[src/pkg/cell_monitor_regs.svh]
// Purpose: register map, field values and timing figures of the cell monitor core
// Assumes: 8-bit register port, 40 MHz core clock
// Notes: times are in their printed units; cycle counts are derived in the modules
`ifndef CELL_MONITOR_REGS_SVH
`define CELL_MONITOR_REGS_SVH
`define CFG0_ADDR    4'h0
`define CFG1_ADDR    4'h1
`define CFG2_ADDR    4'h2
`define CFG3_ADDR    4'h3
`define CFG4_ADDR    4'h4
`define CFG5_ADDR    4'h5
`define STATUS_ADDR  4'h6
`define RSEL_ADDR    4'h7
`define RLO_ADDR     4'h8
`define RHI_ADDR     4'h9
`define UVLO_ADDR    4'hA
`define UVHI_ADDR    4'hB
`define OVLO_ADDR    4'hC
`define OVHI_ADDR    4'hD
`define CDC_STANDBY  3'h0
`define CDC_MON_MIN  3'h2
`define TEN_CELL_SELECT_MASK  12'hC00
`define ADC_OFFSET   12'h200
`define RES_CLEARED  12'hFFF
`define TEST_PAT_A   12'h555
`define TEST_PAT_B   12'hAAA
`define REF_CHAN     5'h0F
`define NO_CHAN      5'h10
`define TEMP_SKIP    4'h8
`define CMD_CELL     4'h1
`define CMD_OW       4'h2
`define CMD_CELL_DC  4'h3
`define CMD_OW_DC    4'h4
`define CMD_CLEAR    4'h5
`define CMD_TEST_A   4'h6
`define CMD_TEST_B   4'h7
`define CMD_DIAG     4'h8
`define CLK_KHZ      40000
`define WD_TIME_MS   1000
`define CLR_TIME_US  1000
`define DIAG_TIME_US 16400
`define MON_TIME_MS  13
`endif

[src/pkg/cell_monitor_pkg.sv]
// Purpose: types shared by the cell monitor core and its helpers
// Assumes: constants come from cell_monitor_regs.svh
// Notes: power-up configuration is standby with all discharge off
package cell_monitor_pkg;
    `include "cell_monitor_regs.svh"

    typedef enum logic [2:0] {
        S_IDLE  = 3'b000,
        S_REQ   = 3'b001,
        S_WAIT  = 3'b011,
        S_CLEAR = 3'b010,
        S_DIAG  = 3'b110
    } seq_state_type;

    typedef enum logic [2:0] {
        MD_CELL, MD_CELL_DC, MD_OW, MD_OW_DC, MD_TEST_A, MD_TEST_B, MD_MON, MD_DIAG
    } conv_mode_type;

    typedef struct packed {
        logic [2:0]  comparator_duty_cycle;
        logic        ten_cell_select;
        logic        general_pin_one;
        logic        general_pin_two;
        logic [11:0] dischargeCfg;
        logic [11:0] channel_mask_bit;
        logic [7:0]  undervoltage_limit;
        logic [7:0]  overvoltage_limit;
    } cfg_type;

    localparam cfg_type CFG_DEFAULT = '{`CDC_STANDBY, 1'b0, 1'b1, 1'b1, 12'h000, 12'h000, 8'h00, 8'hFF};

    typedef struct packed {
        logic [31:0] cnt;
        logic        alarm;
        logic        expire;
    } wd_state_type;
endpackage : cell_monitor_pkg

[src/logic/pin_sync.sv]
// Purpose: two-stage synchroniser for pins sampled by the core clock
// Assumes: pins change slowly compared to the clock
// Notes: first stage feeds only the second
`timescale 1ns/10ps
module pin_sync #(
    parameter int W = 3
) (
    // clock and reset
    input  wire logic         clk,
    input  wire logic         rstn,
    // pins in, synchronised levels out
    input  wire logic [W-1:0] pinIn,
    output logic      [W-1:0] pinSync
);
    typedef struct packed { logic [W-1:0] s1; logic [W-1:0] s2; } sync_state_type;
    sync_state_type q, d;
    if (W < 1) $error("pin_sync width must be at least one");
    always_comb begin
        d = q;
        d.s1 = pinIn;
        d.s2 = q.s1;
    end
    always_ff @(posedge clk) begin
        if (!rstn) q <= '0;
        else q <= d;
    end
    assign pinSync = q.s2;
endmodule : pin_sync

[src/logic/watchdog_timer.sv]
// Purpose: communication watchdog with sticky alarm
// Assumes: kick is a one-cycle pulse per accepted command
// Notes: expire is a one-cycle pulse; alarm holds until the next kick
`timescale 1ns/10ps
module watchdog_timer
    import cell_monitor_pkg::*;
#(
    parameter int WD_CYC = `WD_TIME_MS * `CLK_KHZ
) (
    // clock and reset
    input  wire logic clk,
    input  wire logic rstn,
    // control
    input  wire logic enable,
    input  wire logic kick,
    // results
    output logic      expire,
    output logic      alarm
);
    wd_state_type q, d;
    if (WD_CYC < 2) $error("watchdog period too short");
    always_comb begin
        d = q;
        d.expire = 1'b0;
        if (!enable || kick) d.cnt = 32'h0;
        else if (q.cnt >= 32'(WD_CYC - 1)) begin
            d.cnt = 32'h0;
            d.expire = 1'b1;
        end else d.cnt = q.cnt + 32'h1;
        if (kick) d.alarm = 1'b0;
        else if (d.expire) d.alarm = 1'b1;
    end
    always_ff @(posedge clk) begin
        if (!rstn) q <= '0;
        else q <= d;
    end
    assign expire = q.expire;
    assign alarm  = q.alarm;
endmodule : watchdog_timer

[src/logic/cell_monitor_core.sv]
// Purpose: measurement sequencer, limit flags, diagnostics, pins and watchdog of a stack monitor
// Assumes: serial layer delivers PACKET_ERROR_CODE-checked commands; ADC answers each request once
// Notes: register port is 8 bits wide with read data one cycle after the strobe
//
// Implementation choices: the register offsets and the address-and-strobe port.
`timescale 1ns/10ps
module cell_monitor_core
    import cell_monitor_pkg::*;
#(
    parameter int CLR_CYC  = `CLR_TIME_US * (`CLK_KHZ / 1000),
    parameter int DIAG_CYC = `DIAG_TIME_US * (`CLK_KHZ / 1000),
    parameter int MON_CYC  = `MON_TIME_MS * `CLK_KHZ,
    parameter int WD_CYC   = `WD_TIME_MS * `CLK_KHZ
) (
    // clock and reset
    input  wire logic        clk,
    input  wire logic        rstn,
    // register port
    input  wire logic [3:0]  regAddr,
    input  wire logic [7:0]  regWdata,
    input  wire logic        regWr,
    input  wire logic        regRd,
    output logic      [7:0]  regRdata,
    // commands from the serial layer
    input  wire logic        cmdValid,
    input  wire logic [3:0]  cmdCode,
    input  wire logic        cmdPecOk,
    // polling status
    output logic             convBusy,
    output logic             limitAlarm,
    // converter
    output logic             adcReq,
    output logic      [3:0]  adcChan,
    output logic             adcOpenWire,
    input  wire logic        adcDone,
    input  wire logic [11:0] adcRaw,
    input  wire logic        adcMuxOk,
    // discharge switches
    output logic      [11:0] dischargeOn,
    // open-drain pins
    input  wire logic [1:0]  gpioIn,
    output logic      [1:0]  gpioOut,
    output logic      [1:0]  gpioOeN,
    input  wire logic        wdAlarmIn,
    output logic             wdAlarmOut,
    output logic             wdAlarmOeN
);
    typedef struct packed {
        cfg_type        cfg;
        seq_state_type  st;
        conv_mode_type  mode;
        logic [4:0]     chan;
        logic [31:0]    cnt;
        logic [31:0]    monCnt;
        logic [15:0][11:0] res;
        logic [11:0]    uvFlag;
        logic [11:0]    ovFlag;
        logic           muxFail;
        logic [11:0]    dis;
        logic [7:0]     rdata;
        logic [3:0]     rsel;
    } core_state_type;

    core_state_type q, d;
    logic [2:0]  pinSync;
    logic        wdExpire;
    logic        wdAlarm;
    logic        cmdOk;
    logic        measure;
    logic [11:0] chanMask;
    logic [11:0] code;
    logic [4:0]  nxt;
    logic        startCmd;
    conv_mode_type startMode;

    if (CLR_CYC < 1 || DIAG_CYC < 2 || MON_CYC < 1) $error("cycle counts too small");

    // lowest unskipped channel at or above from, NO_CHAN when none
    function automatic logic [4:0] seekChan(input logic [4:0] from, input logic [15:0] skip);
        logic [4:0] r;
        r = `NO_CHAN;
        for (int i = 15; i >= 0; i--) begin
            if (5'(i) >= from && !skip[i]) r = 5'(i);
        end
        return r;
    endfunction : seekChan

    // temperature channels only join the self tests; the reference slot never does
    function automatic logic [15:0] skipFor(input conv_mode_type m, input logic [11:0] msk);
        if (m == MD_TEST_A || m == MD_TEST_B) return {`TEMP_SKIP, msk};
        return {4'hF, msk};
    endfunction : skipFor

    function automatic logic isCellMode(input conv_mode_type m);
        return m == MD_CELL || m == MD_CELL_DC || m == MD_MON;
    endfunction : isCellMode

    // measured cell plus the ones directly above and below
    function automatic logic [11:0] neighbours(input logic [4:0] c);
        logic [13:0] t;
        t = 14'h0007 << c[3:0];
        return (c < 5'h0C) ? t[12:1] : 12'h000;
    endfunction : neighbours

    function automatic logic [11:0] toCode(input logic [11:0] raw);
        return raw + `ADC_OFFSET;
    endfunction : toCode

    pin_sync #(.W(3)) u_sync (
        .clk     (clk),
        .rstn    (rstn),
        .pinIn   ({wdAlarmIn, gpioIn}),
        .pinSync (pinSync)
    );

    // register writes stand for PACKET_ERROR_CODE-checked configuration writes
    watchdog_timer #(.WD_CYC(WD_CYC)) u_wd (
        .clk    (clk),
        .rstn   (rstn),
        .enable (q.cfg.comparator_duty_cycle != `CDC_STANDBY),
        .kick   (cmdOk || regWr),
        .expire (wdExpire),
        .alarm  (wdAlarm)
    );

    always_comb begin
        d = q;
        cmdOk = cmdValid && cmdPecOk;
        measure = q.cfg.comparator_duty_cycle != `CDC_STANDBY;
        chanMask = q.cfg.channel_mask_bit | (q.cfg.ten_cell_select ? `TEN_CELL_SELECT_MASK : 12'h000);
        case (q.mode)
            MD_TEST_A: code = `TEST_PAT_A;
            MD_TEST_B: code = `TEST_PAT_B;
            default:   code = toCode(adcRaw);
        endcase
        nxt = seekChan(q.chan + 5'h01, skipFor(q.mode, chanMask));
        startCmd = 1'b0;
        startMode = MD_CELL;

        // register writes
        if (regWr) begin
            case (regAddr)
                `CFG0_ADDR: begin
                    d.cfg.comparator_duty_cycle = regWdata[2:0];
                    d.cfg.ten_cell_select = regWdata[3];
                    d.cfg.general_pin_one = regWdata[5];
                    d.cfg.general_pin_two = regWdata[6];
                end
                `CFG1_ADDR: d.cfg.dischargeCfg[7:0] = regWdata;
                `CFG2_ADDR: begin
                    d.cfg.dischargeCfg[11:8] = regWdata[3:0];
                    d.cfg.channel_mask_bit[3:0] = regWdata[7:4];
                end
                `CFG3_ADDR: d.cfg.channel_mask_bit[11:4] = regWdata;
                `CFG4_ADDR: d.cfg.undervoltage_limit = regWdata;
                `CFG5_ADDR: d.cfg.overvoltage_limit = regWdata;
                `RSEL_ADDR: d.rsel = regWdata[3:0];
                default: ;
            endcase
        end

        // read data stands only in the cycle after the strobe
        d.rdata = 8'h00;
        if (regRd) begin
            case (regAddr)
                `CFG0_ADDR: d.rdata = {pinSync[2], pinSync[1], pinSync[0], 1'b0,
                                       q.cfg.ten_cell_select, q.cfg.comparator_duty_cycle};
                `CFG1_ADDR: d.rdata = q.cfg.dischargeCfg[7:0];
                `CFG2_ADDR: d.rdata = {q.cfg.channel_mask_bit[3:0], q.cfg.dischargeCfg[11:8]};
                `CFG3_ADDR: d.rdata = q.cfg.channel_mask_bit[11:4];
                `CFG4_ADDR: d.rdata = q.cfg.undervoltage_limit;
                `CFG5_ADDR: d.rdata = q.cfg.overvoltage_limit;
                `STATUS_ADDR: d.rdata = {5'h00, q.muxFail, limitAlarm, convBusy};
                `RSEL_ADDR: d.rdata = {4'h0, q.rsel};
                `RLO_ADDR:  d.rdata = q.res[q.rsel][7:0];
                `RHI_ADDR:  d.rdata = {4'h0, q.res[q.rsel][11:8]};
                `UVLO_ADDR: d.rdata = q.uvFlag[7:0];
                `UVHI_ADDR: d.rdata = {4'h0, q.uvFlag[11:8]};
                `OVLO_ADDR: d.rdata = q.ovFlag[7:0];
                `OVHI_ADDR: d.rdata = {4'h0, q.ovFlag[11:8]};
                default:    d.rdata = 8'h00;
            endcase
        end

        // sequencer
        if (q.st != S_IDLE) d.cnt = q.cnt + 32'h1;
        if (q.monCnt != 32'h0) d.monCnt = q.monCnt - 32'h1;
        case (q.st)
            S_IDLE: begin
                if (q.cfg.comparator_duty_cycle >= `CDC_MON_MIN && q.monCnt == 32'h0) begin
                    startCmd = 1'b1;
                    startMode = MD_MON;
                    d.monCnt = 32'(MON_CYC) << (q.cfg.comparator_duty_cycle - `CDC_MON_MIN);
                end
            end
            S_REQ: d.st = S_WAIT;
            S_WAIT: begin
                if (adcDone) begin
                    if (q.mode == MD_DIAG) begin
                        d.res[`REF_CHAN] = code;
                        d.muxFail = !adcMuxOk;
                        d.st = S_DIAG;
                    end else begin
                        if (q.mode != MD_MON) d.res[q.chan[3:0]] = code;
                        // comparisons run on the offset code; limits are its upper byte
                        if (isCellMode(q.mode)) begin
                            d.uvFlag[q.chan[3:0]] = code < {q.cfg.undervoltage_limit, 4'h0};
                            d.ovFlag[q.chan[3:0]] = code > {q.cfg.overvoltage_limit, 4'hF};
                        end
                        if (nxt == `NO_CHAN) d.st = S_IDLE;
                        else begin
                            d.chan = nxt;
                            d.st = S_REQ;
                        end
                    end
                end
            end
            S_CLEAR: begin
                if (q.cnt >= 32'(CLR_CYC - 1)) begin
                    d.res = {16{`RES_CLEARED}};
                    d.st = S_IDLE;
                end
            end
            S_DIAG: if (q.cnt >= 32'(DIAG_CYC - 1)) d.st = S_IDLE;
            default: d.st = S_IDLE;
        endcase

        // a new command restarts whatever is running
        if (cmdOk && measure) begin
            case (cmdCode)
                `CMD_CELL:    begin startCmd = 1'b1; startMode = MD_CELL;    end
                `CMD_CELL_DC: begin startCmd = 1'b1; startMode = MD_CELL_DC; end
                `CMD_OW:      begin startCmd = 1'b1; startMode = MD_OW;      end
                `CMD_OW_DC:   begin startCmd = 1'b1; startMode = MD_OW_DC;   end
                `CMD_TEST_A:  begin startCmd = 1'b1; startMode = MD_TEST_A;  end
                `CMD_TEST_B:  begin startCmd = 1'b1; startMode = MD_TEST_B;  end
                `CMD_CLEAR: begin
                    d.st = S_CLEAR;
                    d.cnt = 32'h0;
                end
                `CMD_DIAG: begin
                    d.mode = MD_DIAG;
                    d.chan = `REF_CHAN;
                    d.st = S_REQ;
                    d.cnt = 32'h0;
                end
                default: ;
            endcase
        end
        if (startCmd) begin
            d.mode = startMode;
            d.chan = seekChan(5'h00, skipFor(startMode, chanMask));
            d.st = (d.chan == `NO_CHAN) ? S_IDLE : S_REQ;
            d.cnt = 32'h0;
        end

        // standby aborts; partial results are left as they are
        if (!measure) begin
            d.st = S_IDLE;
            d.monCnt = 32'h0;
        end

        // discharge interlock
        d.dis = q.cfg.dischargeCfg;
        if (q.st == S_REQ || q.st == S_WAIT) begin
            if (q.mode == MD_CELL || q.mode == MD_OW) d.dis = q.cfg.dischargeCfg & ~neighbours(q.chan);
            else if (q.mode == MD_MON) d.dis = 12'h000;
        end

        // expiry wins over a same-cycle configuration write
        if (wdExpire) d.cfg = CFG_DEFAULT;
    end

    always_ff @(posedge clk) begin
        if (!rstn) begin
            q <= '0;
            q.cfg <= CFG_DEFAULT;
            q.res <= {16{`RES_CLEARED}};
        end else begin
            q <= d;
        end
    end

    assign regRdata    = q.rdata;
    assign convBusy    = q.st != S_IDLE && q.mode != MD_MON;
    assign limitAlarm  = |(q.uvFlag | q.ovFlag);
    assign adcReq      = q.st == S_REQ;
    assign adcChan     = q.chan[3:0];
    assign adcOpenWire = q.mode == MD_OW || q.mode == MD_OW_DC;
    assign dischargeOn = q.dis;
    assign gpioOut     = 2'b00;
    assign gpioOeN     = {q.cfg.general_pin_two, q.cfg.general_pin_one};
    assign wdAlarmOut  = 1'b0;
    assign wdAlarmOeN  = !wdAlarm;
endmodule : cell_monitor_core

[config.mk]
export PLATFORM = sky130hd
export DESIGN_NAME = cell_monitor_core
export DESIGN_NICKNAME = d
export VERILOG_FILES = /design/src/pkg/cell_monitor_pkg.sv /design/src/logic/pin_sync.sv /design/src/logic/watchdog_timer.sv /design/src/logic/cell_monitor_core.sv
export VERILOG_INCLUDE_DIRS = /design/src /design/src/pkg
export SDC_FILE = /design/constraint.sdc
export NUM_CORES = 1
export LEC_CHECK = 0
export BUFFER_PORTS_ARGS = -buffer_cell sky130_fd_sc_hd__buf_4
export CAP_MARGIN = 20
export CORE_MARGIN = 3
export CORE_UTILIZATION = 55
export CTS_CLUSTER_DIAMETER = 60
export DETAILED_ROUTE_END_ITERATION = 16
export PLACE_DENSITY = 0.71
export RECOVER_POWER = 100
export SYNTH_ARGS = -nofsm -noshare
export SYNTH_HDL_FRONTEND = slang
export SYNTH_SLANG_ARGS = --single-unit
[constraint.sdc]
create_clock -name clk -period 8.42 [get_ports clk]
set_input_delay 1.263 -clock clk [delete_from_list [all_inputs] [get_ports clk]]
set_output_delay 1.263 -clock clk [all_outputs]
set_load 0.02 [all_outputs]
==> parameters.txt, run 1 <==
Parameter                              Value

Placed design
  Post-DP HPWL ... between 40000 and 50000 um
  Port Buf Inserts ... 69
  Minimum setup slack after placement ... 4.51 ns
  RePlAce Congestion ... around 0.96

Clock tree
  Clock net sink count ... 402
  Clock Path Buffers ... 3
  Clock tree from TritonCTS ... yes
  Clk_lat worst skew ... about 0.58 ns
  Clock slew seen by the registers of the worst setup and hold paths ... approximately 0.060 ns
  Post-CTS Repair Setup Buffers ... 0
  Clock H-tree levels ... 2
  Clock buffer count from CTS ... 44
  Resize count post-CTS ... 0
  Buffer cell driving the clock tree root ... sky130_fd_sc_hd__clkbuf_16
  Hold bufs inserted after CTS ... 0

Worst setup path
  Capture point of the worst path ... q[318]
  CP delay by family, top ... buffers and inverters
  R2r worst-path depth ... 10
  Number of buffers and inverters on the critical path ... 2
  Arrival time of the worst setup path ... 5.35 ns
  Setup crit start ... rstn
  Worst reg2reg path endpoint ... adcChan[0]
  Worst Setup Start Kind ... input port
  Worst setup EP type ... flop
  Critical path cell sequence ... clkbuf_1, inv_1, nor2_1, o211ai_1
  Launching point of the worst reg2reg path ... adcChan[0]
  Total stage count of the critical path ... 4
  Worst path required time ... between 8 and 9 ns
  Slowest stage delay, CP ... roughly 1.7 ns
  Biggest fanout along the worst timing path ... 51
  Slowest cell on the critical path ... sky130_fd_sc_hd__clkbuf_1
  Setup slack on the worst flop-to-flop path ... approximately 4.3 ns
  Type of the worst setup path ... input port to flop

Drt
  Vias per Instance ... approximately 6.4
  Remaining DRCs ... 0
  Count of antenna-violating nets left after detailed routing ... 0
  Drt wl/cell ... 21.9 um
  First-pass iteration count of the detailed router ... 6
  Via count ... ~18000
  DRT iter0 DRCs ... 2050
  Overall routed net length ... around 62000 um

Logic synthesis
  Leading cell type by number of instances after synthesis ... sky130_fd_sc_hd__dfxtp_1
  FF+latch count, synth ... 402
  FFs w/ async S/R, synth ... 0%
  Most frequently used flop master after synthesis ... sky130_fd_sc_hd__dfxtp_1
  Warnings, synthesis ... 0
  Leading post-synthesis cells by cell area ... sky130_fd_sc_hd__dfxtp_1 39%, sky130_fd_sc_hd__mux2i_1 9.0%, sky130_fd_sc_hd__mux4_2 6.4%, sky130_fd_sc_hd__o21ai_0 5.8%, sky130_fd_sc_hd__nand2_1 5.5%
  Post-synthesis cell type count ... 84
  Register area share after synthesis ... between 30% and 40%
  Post-Synthesis Mean Instance Area ... 8.63 um^2
  Portion of synthesized cell area occupied by the leading cell type ... approximately two fifths
  EDFF count, synth ... 0
  Largest area contributor in the synthesized netlist ... sky130_fd_sc_hd__dfxtp_1
  Most numerous cell types in the synthesized netlist ... 402 x sky130_fd_sc_hd__dfxtp_1, 304 x sky130_fd_sc_hd__nand2_1, 240 x sky130_fd_sc_hd__o21ai_0
  Post-synthesis instance area ... 0.0206 mm^2
  Synthesized instance count ... 2393

STA
  Final setup violation count ... 0
  Worst max-slew margin expressed relative to the limit ... -65.8%
  Fin crit share ... between 50 and 60%
  Count of final hold-check violations ... 0
  Transition time at the pin with the least slew margin ... roughly 2.5 ns
  Fmax ... approximately 0.2 GHz
  Final Critical Period ... around 4.9 ns
  Unrepaired setup endpoints after global routing ... no
  Fin. max-slew vios ... 97
  Setup TNS Final ... 0 ns
  Least setup slack across all paths after layout ... roughly 3.5 ns
  Final worst clock skew ... between 0.02 and 0.03 ns

Layout
  Multi-input combinational cell area ... 0.0115 mm^2
  Share of post-route cells with drive strength above 1 ... roughly 10%
  Fill cell count ... approximately 3200
  Synth-to-Final Area Change ... 8.87%
  Sequential cell area in the final layout ... around 0.008 mm^2
  Post-layout net count ... roughly 2400

Floorplanning
  Std-Cell Rows ... 70
  Effective utilization at floorplan ... 56.1%
  Die height ... approximately 200 um
  Area of the placeable core ... about 0.037 mm^2
  Die Area ... around 0.040 mm^2
  Die W ... 200 um
  I/O pin total ... 73

Power and ir drop
  Largest voltage drop on the vdd net ... roughly 0.00017 V
  Leakage power ... roughly 9.1 nW
  Power density over cell area ... roughly 180 mW/mm^2

Global route
  First-pass GRT wire length ... 96300 um
  Pin count of the biggest net entering global routing ... about 110
  GR Overflow Total ... 0
  Total routing resource utilization after global routing ... ~31%
  Number of antenna violations at the first check in global routing ... 1
  Via count of the first global-routing pass ... 17176

Outcome
  Failing checks ... max-capacitance violations, max-slew violations
  Status ... complete, but fails checks

Flow run
  Max-cap check violation count ... 3

Min path
  Class of the worst hold path ... flop to flop
  Launch instance of the worst min-delay path ... u_sync.d[1]
-- logic make-up after synthesis --
| family | share of synthesized area [%] |
|---|---|
| DFF | 39.0 |
| adders and majority gates | 1.88 |
| xor gates and xnor gates | 3.48 |
| buffers and inverters | 5.60 |
| other | 0.0182 |
| AOI/OAI and AO/OA | 16.5 |
| and+or+nand+nor | 17.7 |
| muxes | 15.8 |
-- metrics by stage --
stage	area, um^2	hold WS (ns)	power, mW	utilization (%)	instances
detailed placement	21100	0.422	2.19	57.5	2761
CTS	22600	0.452	4.13	61.5	2842
global placement	21100	0.422	2.19	57.4	2760
global route	22500	0.468	4.23	61.1	2844
finish	22500	0.442	4.11	61.1	2844
floorplan	20700	0.412	2.11	-	2401
-- worst min-delay path by stage --
stage                                   end  cells after the start
after floorplan           u_sync.pinSync[0]                      1
after global placement    u_sync.pinSync[2]                      1
after detailed placement  u_sync.pinSync[0]                      1
after CTS                 u_sync.pinSync[1]                      1
after global routing      u_sync.pinSync[1]                      1
final                     u_sync.pinSync[1]                      1
-- power by group --
part,switching [mW],internal [mW],total (mW)
clock network,0.810,1.15,1.96
registers,0.0111,1.91,1.92
logic,0.165,0.0634,0.229
total,0.986,3.12,4.11
-- sequential cells by signal, indices dropped and copies added, names as in the netlist --
name	flops
u_wd.expire	1
u_wd.q	32
gpioOeN	2
regRdata	8
u_sync.d	3
dischargeOn	12
adcChan	4
q	336
u_wd.alarm	1
u_sync.pinSync	3
-- routing by layer --
metal  wire length (um)  share of wire [%]  vias up  GRT usage, %
li1                   -                  -     8370             -
met1              25200                 40     8696          39.8
met2              28700                 46      849          49.4
met3               5080                8.1      200          5.38
met4               3390                5.4        0          15.4
met5                  0                  0        -             0
-- final cells by class --
type,instances,share of cell area (%)
well taps,468,2.61
repair buffers,108,3.01
clock buffers,63,5.81
flip-flops and latches,402,35.8
inverters,53,0.885
diodes,1,0.0111
multi-input cells,1731,51.1
clock inverters,18,0.752
-- cells in the final DEF (no fill, tap or decap), drive strengths merged, types with 6 or more instances in the layout --
master / count
and3: 18
mux2i: 186
nor2: 211
and2: 14
a22oi: 12
mux2: 7
nand2b: 14
mux4: 59
nand2: 304
or4: 9
o22a: 14
nand4: 19
inv: 55
nand3: 96
or3: 12
a21o: 13
xnor2: 44
conb: 9
nor2b: 18
xor2: 38
clkinv: 13
ha: 31
a211oi: 12
o211a: 7
nor3: 36
o211ai: 60
a21oi: 107
or2: 6
nor4: 25
dfxtp: 402
o21ai: 241
o21a: 6
buf: 72
clkbuf: 99
a31oi: 19
Power figures use the tool's default switching activity.
==> run 2: changes to the inputs <==
--- a/config.mk
+++ b/config.mk
@@ -12,7 +12,7 @@
 export CORE_UTILIZATION = 55
 export CTS_CLUSTER_DIAMETER = 60
 export DETAILED_ROUTE_END_ITERATION = 16
-export PLACE_DENSITY = 0.71
+export PLACE_DENSITY = 0.74
 export RECOVER_POWER = 100
 export SYNTH_ARGS = -nofsm -noshare
 export SYNTH_HDL_FRONTEND = slang
==> constraint.sdc (replaced) <==
create_clock -name clk -period 4.1 [get_ports clk]
set_input_delay 0.615 -clock clk [delete_from_list [all_inputs] [get_ports clk]]
set_output_delay 0.615 -clock clk [all_outputs]
set_load 0.02 [all_outputs]
==> parameters.txt, run 2 (synthesis gave the netlist of run 1 again) <==
Parameter                              Value

Clock tree
  Clock Path Buffers ... 3 (unchanged)
  Clock tree from TritonCTS ... yes
  Clock net sink count ... 402 (unchanged)
  Resize count post-CTS ... 0 (unchanged)
  Buffer cell driving the clock tree root ... sky130_fd_sc_hd__clkbuf_16
  Clock H-tree levels ... 2 (unchanged)
  Clock buffer count from CTS ... 44 (unchanged)
  Post-CTS Repair Setup Buffers ... 0 (unchanged)
  Clock slew seen by the registers of the worst setup and hold paths ... 0.06 ns (about the same)
  Hold bufs inserted after CTS ... 0 (unchanged)
  Clk_lat worst skew ... 0.59 ns (about the same)

Layout
  Post-layout net count ... 2422 (+0.50%)
  Utilization after layout ... 61.4% (+0.36 points)
  Share of post-route cells with drive strength above 1 ... 10.3% (+0.29 points)
  Synth-to-Final Area Change ... 9.51%
  Most frequent cells in the layout ... 400 x sky130_fd_sc_hd__dfxtp_1, 304 x sky130_fd_sc_hd__nand2_1, 240 x sky130_fd_sc_hd__o21ai_0
  Reg with most FFs ... q
  Commonest non-fill, non-tap cell in the layout ... sky130_fd_sc_hd__dfxtp_1
  Fill cell count ... 3189 (+0.63%)
  Post-Layout Cell Count ... 2856 (+0.42%)
  Post-route cell area ... 0.0226 mm^2 (+0.59%)
  Flip-flop count of the largest register, all copies and words added ... 336 (unchanged)

Placed design
  Minimum setup slack after placement ... 0.751 ns (-3.75 ns)
  Post-DP HPWL ... 41300 um (-0.92%)
  Port Buf Inserts ... 69 (unchanged)
  Cell Area, Placed ... 0.0213 mm^2 (+0.51%)
  RePlAce Congestion ... 0.934 (-2.6%)
  Cell count after placement ... 2774 (+0.47%)

STA
  Fin. max-slew vios ... 29 (-70%)
  Final setup violation count ... 0 (unchanged)
  Worst max-slew margin expressed relative to the limit ... -1.34% (+64 points)
  Fin crit share ... ~87%
  Final Critical Period ... between 3 and 4 ns
  Count of final hold-check violations ... 0 (unchanged)
  Setup TNS Final ... 0 ns (unchanged)
  Worst Hold Slack ... 0.223 ns (-0.219 ns)
  Final worst clock skew ... 0.0249 ns (-0.000426 ns)
  Transition time at the pin with the least slew margin ... 1.52 ns (-0.966 ns)
  Unrepaired setup endpoints after global routing ... no
  Fmax ... approximately 0.28 GHz
  Least setup slack across all paths after layout ... 0.531 ns (-2.95 ns)

Drt
  Drt wl/cell ... 21.2 um (-3.1%)
  First-pass iteration count of the detailed router ... 6 (unchanged)
  Remaining DRCs ... 0 (unchanged)
  Count of antenna-violating nets left after detailed routing ... 0 (unchanged)
  Overall routed net length ... 60700 um (-2.7%)
  DRT iter0 DRCs ... 2149 (+4.8%)
  Via count ... 18172 (+0.31%)
  Vias per Instance ... 6.36 (-0.11%)

Power and ir drop
  Switching part of the total ... 23.9% (-0.14 points)
  Comb power frac ... 5.6% (about the same)
  Net switching power ... 2.03 mW (+110%)
  Clock power share ... 47.9% (+0.3 points)
  Post-layout total power ... 8.50 mW (+110%)
  Leakage power ... 9.12 nW (+0.69%)
  Power density over cell area ... 376 mW/mm^2 (+110%)
  Proportion of power drawn by flip-flops and latches ... 46.5% (-0.3 points)
  Internal power contribution ... 6.47 mW (+110%)
  Largest voltage drop on the vdd net ... 0.000276 V (+66%)

Floorplanning
  Effective utilization at floorplan ... 56.1% (unchanged)
  Die height ... 200 um (unchanged)
  Die W ... 200 um (unchanged)
  Die Area ... 0.0399 mm^2 (unchanged)
  Std-Cell Rows ... 70 (unchanged)
  I/O pin total ... 73 (unchanged)
  Area of the placeable core ... 0.0368 mm^2 (unchanged)

Worst setup path
  Worst path required time ... 4.60 ns (-4.23 ns)
  Arrival time of the worst setup path ... 4.07 ns (-1.28 ns)
  Biggest fanout along the worst timing path ... 17 (-67%)
  Worst setup EP type ... flop
  Setup slack on the worst flop-to-flop path ... 0.53 ns (-3.75 ns)
  Type of the worst setup path ... flop to flop
  Worst Setup Start Kind ... flop

Min path
  Class of the worst hold path ... input port to flop

Global route
  Via count of the first global-routing pass ... 17096 (-0.47%)
  Number of antenna violations at the first check in global routing ... 2 (+1)
  GR Overflow Total ... 0 (unchanged)
  Total routing resource utilization after global routing ... 30.0% (-0.66 points)
  Pin count of the biggest net entering global routing ... 198 (+83%)
  First-pass GRT wire length ... 94900 um (-1.4%)

Flow run
  Max-cap check violation count ... 1 (-2)

Outcome
  Failing checks ... max-capacitance violations, max-slew violations
  Status ... complete, but fails checks
## run 2: cell types whose count changed in the layout (fill, tap and decap cells not counted), moves of 2 or more
cell | previous run | this run
sky130_fd_sc_hd__bufinv_16 | 2 | 4
sky130_fd_sc_hd__and2_0 | 4 | 6
sky130_fd_sc_hd__a21oi_1 | 103 | 107
sky130_fd_sc_hd__buf_4 | 72 | 77
sky130_fd_sc_hd__clkinvlp_4 | 1 | 3
sky130_fd_sc_hd__clkbuf_1 | 44 | 41
sky130_fd_sc_hd__clkbuf_16 | 46 | 44
sky130_fd_sc_hd__clkbuf_2 | 0 | 3
sky130_fd_sc_hd__buf_12 | 0 | 3
sky130_fd_sc_hd__and2_1 | 10 | 8
sky130_fd_sc_hd__a21oi_2 | 4 | 0
## run 2: area by class of cell
cell class              count  area (um^2)  area share, %
diodes                      2         5.00         0.0221
clock buffers              57         1240           5.49
clock inverters            23          264           1.17
inverters                  53          199          0.880
multi-input cells        1731        11500           50.7
flip-flops and latches    402         8050           35.6
well taps                 468          586           2.59
repair buffers            120          792           3.50
## run 2: worst paths after layout
check         startpoint                end  cells after the start
max reg2reg       q[311]              q[26]                     13
max               q[311]              q[26]                     13
min             adcMuxOk              q[24]                      2
min reg2reg  u_sync.d[0]  u_sync.pinSync[0]                      1
## run 2: per-layer routing
layer	up-vias	GRT usage (%)	share of wire, %
met5	-	0	0
met4	0	14.4	5.2
met3	167	5.26	8.3
met2	889	48.9	46
met1	8705	38.8	40
li1	8411	-	-
## run 2: critical path: stages (launching register included)
cell and delay (ns):
sky130_fd_sc_hd__dfxtp_1 0.47, sky130_fd_sc_hd__nand2b_1 0.51, sky130_fd_sc_hd__nor2_1 0.21, sky130_fd_sc_hd__a21oi_1 0.16
sky130_fd_sc_hd__clkbuf_2 0.45, sky130_fd_sc_hd__inv_1 0.13, sky130_fd_sc_hd__ha_1 0.32, sky130_fd_sc_hd__a21o_1 0.11
sky130_fd_sc_hd__a21oi_1 0.07, sky130_fd_sc_hd__and2_0 0.15, sky130_fd_sc_hd__a211oi_1 0.31, sky130_fd_sc_hd__clkbuf_2 0.35
sky130_fd_sc_hd__mux2i_1 0.14, sky130_fd_sc_hd__nor2_1 0.10
## run 2: power groups by stage
stage / Combinational [mW] / Sequential, mW / Clock (mW)
6_report: 0.479 / 3.95 / 4.07
5_1_grt: 0.513 / 3.95 / 4.29
4_1_cts: 0.473 / 3.95 / 4.13
3_5_place_dp: 0.470 / 4.03 / 0
3_3_place_gp: 0.466 / 4.03 / 0
2_1_floorplan: 0.304 / 4.02 / 0
